File: src/core/power_mode_pkg.sv
package power_mode_pkg;

  localparam int ADDR_W = 8;
  localparam int DATA_W = 8;
  localparam int CNT_W  = 8;

  localparam logic [ADDR_W-1:0] CTRL_ADDR   = 8'h00;
  localparam logic [ADDR_W-1:0] STATUS_ADDR = 8'h04;

  // half cycles of the old and the new clock added to a source switch
  localparam int OLD_HALF_CYCLES = 5;
  localparam int NEW_HALF_CYCLES = 5;
  localparam int SWITCH_CYCLES   = (OLD_HALF_CYCLES + 1) / 2 + (NEW_HALF_CYCLES + 1) / 2;
  localparam logic [CNT_W-1:0] SWITCH_COUNT = CNT_W'(SWITCH_CYCLES);

  typedef enum logic [1:0] {SRC_NONE, SRC_PRI, SRC_SEC, SRC_INT} src_t;

  typedef enum logic [2:0] {ST_ACTIVE, ST_SW_WAIT, ST_SW_DELAY, ST_SLEEP, ST_WAKE_WAIT} fsm_t;

  typedef struct packed {
    logic upper;
    logic lower;
  } clock_select_field_t;

  localparam clock_select_field_t SEL_SECONDARY = 2'h1;

  typedef struct packed {
    logic                idle_on_sleep_bit;
    logic [2:0]          internal_freq_select;
    logic                secondary_osc_enable;
    logic                reserved;
    clock_select_field_t clock_select_field;
  } ctrl_t;

  localparam ctrl_t CTRL_RESET = 8'h00;

  typedef struct packed {
    logic primary_stable_flag;
    logic internal_osc_stable_flag;
    logic secondary_clock_running_flag;
  } flags_t;

  localparam flags_t FLAGS_RESET = 3'h4;

  typedef struct packed {
    logic [1:0] zero;
    logic       sleeping;
    logic       idle;
    logic       switching;
    flags_t     flags;
  } status_t;

  typedef struct packed {
    logic pri;
    logic sec;
    logic fast;
  } osc_ready_t;

  typedef struct packed {
    logic two_speed;
    logic fail_safe;
    logic watchdog;
  } strap_t;

  typedef struct packed {
    logic primary;
    logic secondary;
    logic fast_internal_osc;
    logic slow_internal_osc;
  } osc_enable_t;

endpackage

File: src/core/power_mode_clock_manager.sv
// How it works
// - select 01: run secondary, primary off, flags
// - defer secondary switch until enabled and ready
// - keep secondary clock until primary ready
// - back on primary: secondary flag clear, primary set
// - upper select bit alone picks internal run
// - leaving primary for internal stops primary oscillator
// - frequency select takes effect at once
// - internal to primary: keep internal, then flags
// - sleep without idle bit stops the oscillator
// - full sleep clears all source flags
// - watchdog and secondary oscillators survive sleep
// - wake waits for source, or runs internal
// - primary flag set once primary clocks device
// - wake leaves idle bit and select unchanged
// - sleep with idle bit gates CPU only
// - idle entry leaves source flags alone
// - idle exit by wake, then CPU start delay
// - watchdog timeout in idle or sleep wakes
// - primary idle keeps primary running and flagged
// - secondary idle switches and sets secondary flag
// - secondary idle without enable keeps old clock
// - switch lasts ready time plus five halves of each clock
//
// The implementer's own choices: the strobed register port and the register offsets.
`timescale 1ns/1ns
`default_nettype none

module power_mode_clock_manager #(
  parameter int CPU_START_CYCLES = 8
) (
  input  wire  logic                                  clock,
  input  wire  logic                                  rst,
  input  wire  logic [power_mode_pkg::ADDR_W-1:0]     addr,
  input  wire  logic [power_mode_pkg::DATA_W-1:0]     wdata,
  input  wire  logic                                  wr_stb,
  input  wire  logic                                  rd_stb,
  output logic       [power_mode_pkg::DATA_W-1:0]     rdata,
  input  wire  logic                                  sleep_exec,
  input  wire  logic                                  wake_irq,
  input  wire  logic                                  watchdog_timeout,
  input  wire  power_mode_pkg::osc_ready_t            osc_ready,
  input  wire  power_mode_pkg::strap_t                straps,
  output power_mode_pkg::osc_enable_t                 osc_enable,
  output power_mode_pkg::src_t                        clk_sel,
  output logic                                        cpu_clk_en,
  output logic                                        periph_clk_en,
  output logic       [2:0]                            internal_freq
);

  localparam logic [power_mode_pkg::CNT_W-1:0] CPU_COUNT = power_mode_pkg::CNT_W'(CPU_START_CYCLES);

  typedef struct packed {
    power_mode_pkg::osc_ready_t  rdy_meta;
    power_mode_pkg::osc_ready_t  rdy;
    power_mode_pkg::strap_t      strap_meta;
    power_mode_pkg::strap_t      strap;
    power_mode_pkg::ctrl_t       ctrl;
    power_mode_pkg::flags_t      flags;
    power_mode_pkg::fsm_t        fsm;
    power_mode_pkg::src_t        cur;
    power_mode_pkg::src_t        pend;
    logic [power_mode_pkg::CNT_W-1:0] cnt;
    logic [power_mode_pkg::CNT_W-1:0] cpu_cnt;
    logic                        idle;
    power_mode_pkg::src_t        clk_sel;
    logic                        cpu_clk_en;
    logic                        periph_clk_en;
    power_mode_pkg::osc_enable_t osc;
    logic [power_mode_pkg::DATA_W-1:0] rdata;
  } state_t;

  state_t s_r;
  state_t s_nxt;

  // upper bit wins, lower bit ignored then
  function automatic power_mode_pkg::src_t sel_to_src(input power_mode_pkg::clock_select_field_t sel);
    if (sel.upper) begin
      return power_mode_pkg::SRC_INT;
    end else if (sel.lower) begin
      return power_mode_pkg::SRC_SEC;
    end
    return power_mode_pkg::SRC_PRI;
  endfunction

  function automatic logic src_ready(input power_mode_pkg::src_t src, input power_mode_pkg::osc_ready_t rdy);
    case (src)
      power_mode_pkg::SRC_PRI: return rdy.pri;
      power_mode_pkg::SRC_SEC: return rdy.sec;
      power_mode_pkg::SRC_INT: return rdy.fast;
      default:                 return 1'b0;
    endcase
  endfunction

  function automatic power_mode_pkg::flags_t flags_for(input power_mode_pkg::src_t src, input logic fast_rdy);
    power_mode_pkg::flags_t f;
    f.primary_stable_flag          = (src == power_mode_pkg::SRC_PRI);
    f.secondary_clock_running_flag = (src == power_mode_pkg::SRC_SEC);
    f.internal_osc_stable_flag     = (src == power_mode_pkg::SRC_INT) && fast_rdy;
    return f;
  endfunction

  power_mode_pkg::src_t    tgt;
  logic                    wake;
  logic                    sec_blocked;
  power_mode_pkg::status_t status;

  assign tgt         = sel_to_src(s_r.ctrl.clock_select_field);
  assign wake        = wake_irq | watchdog_timeout;
  assign sec_blocked = (tgt == power_mode_pkg::SRC_SEC) && !s_r.ctrl.secondary_osc_enable;

  always_comb begin
    status           = '0;
    status.sleeping  = (s_r.fsm == power_mode_pkg::ST_SLEEP) || (s_r.fsm == power_mode_pkg::ST_WAKE_WAIT);
    status.idle      = s_r.idle;
    status.switching = (s_r.fsm == power_mode_pkg::ST_SW_WAIT) || (s_r.fsm == power_mode_pkg::ST_SW_DELAY);
    status.flags     = s_r.flags;
  end

  always_comb begin
    s_nxt = s_r;
    // readiness and straps come from other clock domains
    s_nxt.rdy_meta   = osc_ready;
    s_nxt.rdy        = s_r.rdy_meta;
    s_nxt.strap_meta = straps;
    s_nxt.strap      = s_r.strap_meta;

    // only software writes touch the control fields; wake never does
    if (wr_stb && addr == power_mode_pkg::CTRL_ADDR) begin
      s_nxt.ctrl          = power_mode_pkg::ctrl_t'(wdata);
      s_nxt.ctrl.reserved = 1'b0;
    end

    s_nxt.rdata = '0;
    if (rd_stb) begin
      if (addr == power_mode_pkg::CTRL_ADDR) begin
        s_nxt.rdata = s_r.ctrl;
      end else if (addr == power_mode_pkg::STATUS_ADDR) begin
        s_nxt.rdata = status;
      end
    end

    if (s_r.cpu_cnt != '0) begin
      s_nxt.cpu_cnt = s_r.cpu_cnt - 1'b1;
    end

    // idle exits on wake in any clocked state, switch may still run
    if (s_r.idle && wake) begin
      s_nxt.idle    = 1'b0;
      s_nxt.cpu_cnt = CPU_COUNT;
    end

    case (s_r.fsm)
      power_mode_pkg::ST_ACTIVE: begin
        if (s_r.cur == power_mode_pkg::SRC_INT && !s_r.idle) begin
          s_nxt.flags.internal_osc_stable_flag = s_r.rdy.fast;
        end
        if (sleep_exec && !s_r.idle && s_r.cpu_cnt == '0) begin
          if (s_r.ctrl.idle_on_sleep_bit) begin
            s_nxt.idle = 1'b1;
          end else begin
            s_nxt.fsm   = power_mode_pkg::ST_SLEEP;
            s_nxt.cur   = power_mode_pkg::SRC_NONE;
            s_nxt.flags = '0;
          end
        end else if (tgt != s_r.cur && !sec_blocked) begin
          // a blocked secondary request keeps the old source, idle or not
          s_nxt.fsm  = power_mode_pkg::ST_SW_WAIT;
          s_nxt.pend = tgt;
        end
      end
      power_mode_pkg::ST_SW_WAIT: begin
        // old source keeps clocking until the new one is ready
        if (tgt != s_r.pend || sec_blocked) begin
          s_nxt.fsm = power_mode_pkg::ST_ACTIVE;
        end else if (src_ready(s_r.pend, s_r.rdy)) begin
          s_nxt.fsm = power_mode_pkg::ST_SW_DELAY;
          s_nxt.cnt = power_mode_pkg::SWITCH_COUNT;
        end
      end
      power_mode_pkg::ST_SW_DELAY: begin
        if (s_r.cnt <= 1) begin
          s_nxt.fsm   = power_mode_pkg::ST_ACTIVE;
          s_nxt.cur   = s_r.pend;
          s_nxt.flags = flags_for(s_r.pend, s_r.rdy.fast);
          s_nxt.cnt   = '0;
        end else begin
          s_nxt.cnt = s_r.cnt - 1'b1;
        end
      end
      power_mode_pkg::ST_SLEEP: begin
        if (wake) begin
          s_nxt.fsm  = power_mode_pkg::ST_WAKE_WAIT;
          s_nxt.pend = sec_blocked ? power_mode_pkg::SRC_PRI : tgt;
        end
      end
      power_mode_pkg::ST_WAKE_WAIT: begin
        if (src_ready(s_r.pend, s_r.rdy)) begin
          s_nxt.fsm     = power_mode_pkg::ST_ACTIVE;
          s_nxt.cur     = s_r.pend;
          s_nxt.flags   = flags_for(s_r.pend, s_r.rdy.fast);
          s_nxt.cpu_cnt = CPU_COUNT;
        end
      end
      default: begin
        s_nxt.fsm = power_mode_pkg::ST_ACTIVE;
      end
    endcase

    // clock tree from the next state, so outputs leave flip-flops directly
    case (s_nxt.fsm)
      power_mode_pkg::ST_SLEEP: s_nxt.clk_sel = power_mode_pkg::SRC_NONE;
      power_mode_pkg::ST_WAKE_WAIT: begin
        s_nxt.clk_sel = (s_r.strap.two_speed || s_r.strap.fail_safe) ?
                        power_mode_pkg::SRC_INT : power_mode_pkg::SRC_NONE;
      end
      default: s_nxt.clk_sel = s_nxt.cur;
    endcase
    s_nxt.periph_clk_en = (s_nxt.clk_sel != power_mode_pkg::SRC_NONE);
    s_nxt.cpu_clk_en    = s_nxt.periph_clk_en && !s_nxt.idle && s_nxt.cpu_cnt == '0 &&
                          s_nxt.fsm != power_mode_pkg::ST_WAKE_WAIT;

    // oscillator enables; a pending source starts while the old one runs
    s_nxt.osc.primary = (s_nxt.cur == power_mode_pkg::SRC_PRI) ||
                        (s_nxt.fsm != power_mode_pkg::ST_ACTIVE && s_nxt.fsm != power_mode_pkg::ST_SLEEP &&
                         s_nxt.pend == power_mode_pkg::SRC_PRI);
    s_nxt.osc.secondary = s_nxt.ctrl.secondary_osc_enable || (s_nxt.cur == power_mode_pkg::SRC_SEC);
    s_nxt.osc.fast_internal_osc = (s_nxt.clk_sel == power_mode_pkg::SRC_INT) ||
                                  (s_nxt.fsm != power_mode_pkg::ST_ACTIVE &&
                                   s_nxt.fsm != power_mode_pkg::ST_SLEEP &&
                                   s_nxt.pend == power_mode_pkg::SRC_INT);
    // straps read from the second synchroniser stage only, never the first
    s_nxt.osc.slow_internal_osc = s_r.strap.watchdog || (s_nxt.cur == power_mode_pkg::SRC_INT);
  end

  always_ff @(posedge clock) begin
    if (rst) begin
      s_r         <= '0;
      s_r.ctrl    <= power_mode_pkg::CTRL_RESET;
      s_r.flags   <= power_mode_pkg::FLAGS_RESET;
      s_r.fsm     <= power_mode_pkg::ST_ACTIVE;
      s_r.cur     <= power_mode_pkg::SRC_PRI;
      s_r.pend    <= power_mode_pkg::SRC_PRI;
      s_r.clk_sel <= power_mode_pkg::SRC_PRI;
      s_r.osc     <= 4'h8;
    end else begin
      s_r <= s_nxt;
    end
  end

  assign rdata         = s_r.rdata;
  assign osc_enable    = s_r.osc;
  assign clk_sel       = s_r.clk_sel;
  assign cpu_clk_en    = s_r.cpu_clk_en;
  assign periph_clk_en = s_r.periph_clk_en;
  assign internal_freq = s_r.ctrl.internal_freq_select;
endmodule

`default_nettype wire

File: config.mk
export PLATFORM = sky130hd
export DESIGN_NAME = power_mode_clock_manager
export DESIGN_NICKNAME = d
export VERILOG_FILES = /design/src/core/power_mode_pkg.sv /design/src/core/power_mode_clock_manager.sv
export SDC_FILE = /design/constraint.sdc
export NUM_CORES = 1
export LEC_CHECK = 0
export BUFFER_PORTS_ARGS = -buffer_cell sky130_fd_sc_hd__buf_2
export CELL_PAD_IN_SITES_DETAIL_PLACEMENT = 1
export CELL_PAD_IN_SITES_GLOBAL_PLACEMENT = 2
export CORE_MARGIN = 8
export CORE_UTILIZATION = 35
export CTS_BUF_LIST = sky130_fd_sc_hd__clkbuf_4
export DETAILED_ROUTE_END_ITERATION = 12
export GPL_TIMING_DRIVEN = 0
export PLACE_DENSITY = 0.88
export RECOVER_POWER = 100
export REMOVE_ABC_BUFFERS = 1
export SYNTH_ARGS = -nofsm -noshare
export SYNTH_HDL_FRONTEND = slang
export SYNTH_SLANG_ARGS = --single-unit
File: constraint.sdc
create_clock -name clock -period 3.49 [get_ports clock]
set_clock_uncertainty 0.2 [all_clocks]
set_input_delay 0.5235 -clock clock [delete_from_list [all_inputs] [get_ports clock]]
set_output_delay 0.5235 -clock clock [all_outputs]
set_load 0.02 [all_outputs]
== After elaboration in Yosys (flattened, before gate mapping) ==
Cells that the tools add are included.

* Register bits after elaboration: 62
* Bits of input ports: 29
* Output and inout port bits: 19
* Logic and storage cells: 153

* Add/subtract/negate cells: 2
* Order comparisons: 1
* Eq/ne operators: 28
* Mux-type cells: 44
* Bitwise gates (word level): 3
* Reduce and logical (&&, ||, !) cells: 40

{| class="wikitable"
|+ Operators by type and width
! operator !! number
|-
| two-way mux 8 bit || 10
|-
| zero test 8 bit || 3
|-
| two-way mux 2 bit || 9
|-
| two-way mux 3 bit || 6
|-
| == test 2 bit (second input constant) || 8
|-
| case mux 8 bit (2 select lines) || 1
|-
| subtractor 8 x 1 -> 8 bit (second input constant) || 2
|-
| case mux 3 bit (5 select lines) || 1
|-
| logical AND 1 bit || 14
|-
| == test 3 x 2 -> 1 bit (second input constant) || 3
|-
| two-way mux 1 bit || 9
|-
| two-way mux 9 bit || 1
|-
| case mux 3 bit (3 select lines) || 1
|-
| == test 8 x 3 -> 1 bit (second input constant) || 1
|-
| <= comparator 8 x 1 -> 1 bit (second input constant) || 1
|-
| logical OR 1 bit || 8
|-
| case mux 2 bit (2 select lines) || 2
|-
| nonzero test 8 bit || 1
|-
| == test 2 x 1 -> 1 bit (second input constant) || 3
|-
| == test 3 bit (second input constant) || 2
|-
| two-way mux 6 bit || 1
|-
| != test 2 x 1 -> 1 bit (second input constant) || 3
|-
| != test 2 bit (second input constant) || 3
|-
| case mux 2 bit (3 select lines) || 1
|-
| 16 further kinds || 24
|}

== Longest topological paths before layout ==
* Depth after elaboration: 17
* Depth in mapped cells: 9
* Mapped depth without buffers: 9

== Least setup slack after synthesis ==
OpenSTA, ideal clock, no wires.

* Path kind: register to register
* Start point: reg s_r[17] (netlist name)
* End point: reg s_r, in the netlist osc_enable[1]
* Library setup time: 132 ps
* Arrival time: 2126 ps
* Slack: 1031 ps
* Cell stages (with the launch flop): 10
* Buffers on the path: 0
* Period minus slack after synthesis: 2459 ps
* Cells stage by stage: dfxtp_1 inv_1 ha_1 or4bb_1 nor3_2 nor3b_2 nor2_1 a22o_4 a31oi_1 a21oi_1

* Longest elaborated chain between the ends: 8
* Elaborated cells between the ends (all ways): 18

{| class="wikitable"
|+ RTL lines
! element !! line !! text
|-
| from (decl) || power_mode_clock_manager.sv:73 || <nowiki>state_t s_r;</nowiki>
|-
| from (signal assigned) || power_mode_clock_manager.sv:247 || <nowiki>s_r <= s_nxt;</nowiki>
|-
| zero test 8 bit (*) || power_mode_clock_manager.sv:158 || <nowiki>if (sleep_exec && !s_r.idle && s_r.cpu_cnt == '0) begin</nowiki>
|-
| logical AND 1 bit (*) || power_mode_clock_manager.sv:158 ||
|-
| two-way mux 3 bit || power_mode_clock_manager.sv:158 ||
|-
| case mux 3 bit (5 select lines) || power_mode_clock_manager.sv:153 || <nowiki>case (s_r.fsm)</nowiki>
|-
| == test 3 bit (tied with other cells) || power_mode_clock_manager.sv:211 || <nowiki>case (s_nxt.fsm)</nowiki>
|-
| case mux 2 bit (2 select lines) or logical AND 1 bit (tied branches) || power_mode_clock_manager.sv:211, power_mode_clock_manager.sv:229 ||
|-
| == test 2 bit or logical AND 1 bit (tied branches) || power_mode_clock_manager.sv:228, power_mode_clock_manager.sv:230 ||
|-
| logical OR 1 bit (*) || power_mode_clock_manager.sv:228 || <nowiki>s_nxt.osc.fast_internal_osc = (s_nxt.clk_sel == power_mode_pkg::SRC_INT) ||</nowiki>
|}

Mark *: on every way between the ends. The rest lies on a longest branch, timed or not.
A chain may end at the register's enable or synchronous reset.

== Worst setup path in the final report ==
* Start point: reg s_r[17] (netlist name)
* End point: reg s_r, in the netlist cpu_clk_en

* Longest elaborated chain between the ends: 10
* Elaborated cells between the ends (all ways): 24

{| class="wikitable"
|+ RTL lines
! element !! line !! text
|-
| parallel branches: the longest is 9 deep, another holds subtractor 8 x 1 -> 8 bit || - ||
|-
| logical AND 1 bit (*) || power_mode_clock_manager.sv:220 || <nowiki>s_nxt.cpu_clk_en = s_nxt.periph_clk_en && !s_nxt.idle && s_nxt.cpu_cnt == '0 &&</nowiki>
|}

Every way passes the cells marked *.

==> reports/qor.yml <==
status: "finished, violations left"
violations: "capacitance limit, slew limit"
end_kind: "flop"
grt_use_total_pct: 12.5
cts_setup_buffers: 0
wl_per_cell_um: 15.1
combPwrFrac_pct: 40.1
grt_start_max_net_pins: 48
area_growth_pct: 8.36
rows: 33
tightest_slew_ps: 2030
ys.flop_type: "dfxtp_1"
crit_chain: "inv_1 -> ha_1 -> or4bb_1 -> nor3_1 -> nor3b_2 -> nor2_1 -> a22o_4 -> o21ai_2 -> a211oi_1"
clkTransAtPathRegs_ps: 100
rsz0062_at_grt: "false"
clkPwrFrac_pct: 20.0
die_w_um: 107
placed_cells: 441
multi_input_area_um2: 1410
slowest_stage: "or4bb_1"
diodes: 0
grt_pass1_vias: 2365
cts_sinks: 62
final_nets: 380
whs_path_depth: 2
post_cts_resized: 0
regArea_um2: 1240
synth_area_per_cell_um2: 9.06
cts_buffer_depth: 2
start_util_pct: 35.9
place_congestion: 0.817
relSlewSlack_pct: -35.5
setup_violations: 0
drive_gt1_share_pct: 13.9
crit_arrival_ps: 3040
ir_drop_uv: 279
yosysSeqAreaShare_pct: 42.5
setup-tns-final_ps: 0
ys_seq_elements: 62
async_reset_ff_share_pct: 0
nFillCells: 976
dpl.hpwl_um: 5180
power.share.sequential_pct: 39.9
critPathRequiredTime_ps: 3470
vias: 2314
p_per_area_nw_per_um2: 749
layout_common_cells: "dfxtp_1 (62), nor2_1 (51), buf_2 (26)"
clk_latency_ps: 400
numPortBuffers: 46
hold_viol: 0
drt.antenna.violating_nets: 0
final_common_cell: "dfxtp_1"
yosys.cell_types.count: 59
r2r_cells: 9
grt_antenna_before_repair: 0
start_kind: "flop"
dr.pass1.iters: 4
via_per_inst: 5.06
critPathKind: "flop to flop"
synth_area_um2: 2920
die_h_um: 107
drc: 0
cts_tree: "built"
min_path_type: "input port to flop"
p_sw_share_pct: 38.5
fmax_ghz: 0.326
drt-initial-drc-count: 117
p_int_uw: 1460
syn_inst: 322
slowest_delay_ps: 500
grt_pass1_wl_um: 11500
die_area_um2: 11500
cts_buffers: 9
synth-edff-count: 0
routed_wl_um: 6920
yosysWarningCount: 0
grt-ovfl-total: 0
ctsHoldBuffers: 0
cap_violations: 1
p_leak_uw: 0.00127
ioPinCount: 48
cp_max_fo: 6
stdcell_count: 457
design.core.area_um2: 8130
timing.final.crit_share_pct: 87.8
cts_max_level: 3
slew_violations: 48
min_period_ps: 3060
power_switching_uw: 912
cts_root_buf: "clkbuf_4"
finalPower_uw: 2370
==> synthesized netlist by cell type (2+ instances only) <==
cell / count / area share, %
o22ai_1: 2 / 0.43
nor4_1: 7 / 1.5
inv_1: 12 / 1.5
clkbuf_1: 10 / 1.3
or3_1: 4 / 0.86
nand3_1: 3 / 0.51
a21oi_1: 14 / 2.4
nand2b_1: 3 / 0.64
a311oi_1: 2 / 0.60
xor2_1: 5 / 1.5
o21ai_0: 5 / 0.86
a211oi_1: 3 / 0.77
or2_2: 2 / 0.43
and3_1: 3 / 0.64
nand4b_1: 2 / 0.60
nand3b_1: 3 / 0.77
buf_2: 2 / 0.34
a2111oi_0: 2 / 0.60
buf_4: 17 / 4.4
a31oi_1: 2 / 0.43
a221o_1: 2 / 0.69
o21ai_1: 2 / 0.34
and3b_1: 2 / 0.60
xnor2_1: 10 / 3.0
mux2i_1: 12 / 4.1
nor2b_1: 15 / 3.2
nor2_1: 51 / 6.6
ha_1: 4 / 1.7
nor3_2: 2 / 0.69
or4_1: 3 / 0.77
nor3b_1: 3 / 0.77
nor3_1: 5 / 0.86
and2_1: 2 / 0.43
dfxtp_1: 62 / 43
nand2_1: 14 / 1.8
nor4b_1: 5 / 1.5
a211o_1: 3 / 0.90
==> critical path, delay by kind of cell, from the launching register on <==
kind	cells	cell delay, ps
simple gates	4	1440
compound gates	3	500
flops	1	350
fa+ha+maj	1	220
buf+inv	1	120
==> sequential cells by signal (all words and copies together), names as in the netlist <==
name and count:
rdata 8, s_nxt 6, periph_clk_en 1, cpu_clk_en 1, s_r 37, clk_sel 2
osc_enable 4, internal_freq 3
==> cell families (layout without fill, tap and decap cells) <==
| group | count (synthesis) | in the layout | synth area share (%) |
|---|---|---|---|
| AO/OA/AOI/OAI | 50 | 50 | 13.0 |
| XOR/XNOR | 15 | 15 | 4.50 |
| adder cells (fa/ha/maj) | 4 | 4 | 1.72 |
| buffers and inverters | 44 | 74 | 8.23 |
| flip-flops | 62 | 62 | 42.5 |
| multiplexers | 13 | 13 | 4.63 |
| AND/OR/NAND/NOR | 134 | 134 | 25.4 |
==> final timing paths <==
check	endpoint	startpoint	slack [ps]
worst max register to register	cpu_clk_en	s_r[17]	430
worst min-delay path	s_nxt[51]	straps[0]	130
worst max-delay path	cpu_clk_en	s_r[17]	430
worst min register to register	s_r[51]	s_nxt[51]	240
==> routing by layer <==
metal  global-route usage [%]  part of all wire (%)  vias to the layer above
met3                     4.49                   6.1                       12
met4                     3.82                   1.3                        0
li1                         -                     -                     1159
met2                     19.0                    43                       49
met5                        0                     0                        -
met1                     16.2                    49                     1094
==> cell type report <==
type                    count  share of cell area [%]
clock buffers              10                    2.37
clock inverters             6                    1.66
inverters                  12                    1.42
multi-input cells         216                    44.6
flip-flops and latches     62                    39.3
well taps                 105                    4.16
repair buffers             46                    6.49
==> power groups by stage <==
stage | registers [uW] | logic, uW | clock network, uW
2_1_floorplan | 950 | 741 | 0
3_3_place_gp | 955 | 949 | 0
3_5_place_dp | 963 | 972 | 0
4_1_cts | 947 | 980 | 488
5_1_grt | 965 | 1070 | 521
6_report | 946 | 948 | 473
==> through the flow <==
step	hold WS, ps	util, %	area, um2	setup WS (ps)
2_1_floorplan	210	-	2720	1040
3_3_place_gp	215	37.9	3080	658
3_5_place_dp	224	37.9	3080	643
4_1_cts	104	39.5	3210	595
5_1_grt	115	38.9	3160	190
6_report	126	38.9	3160	425
Note: power is estimated with default switching activity, not from simulation.
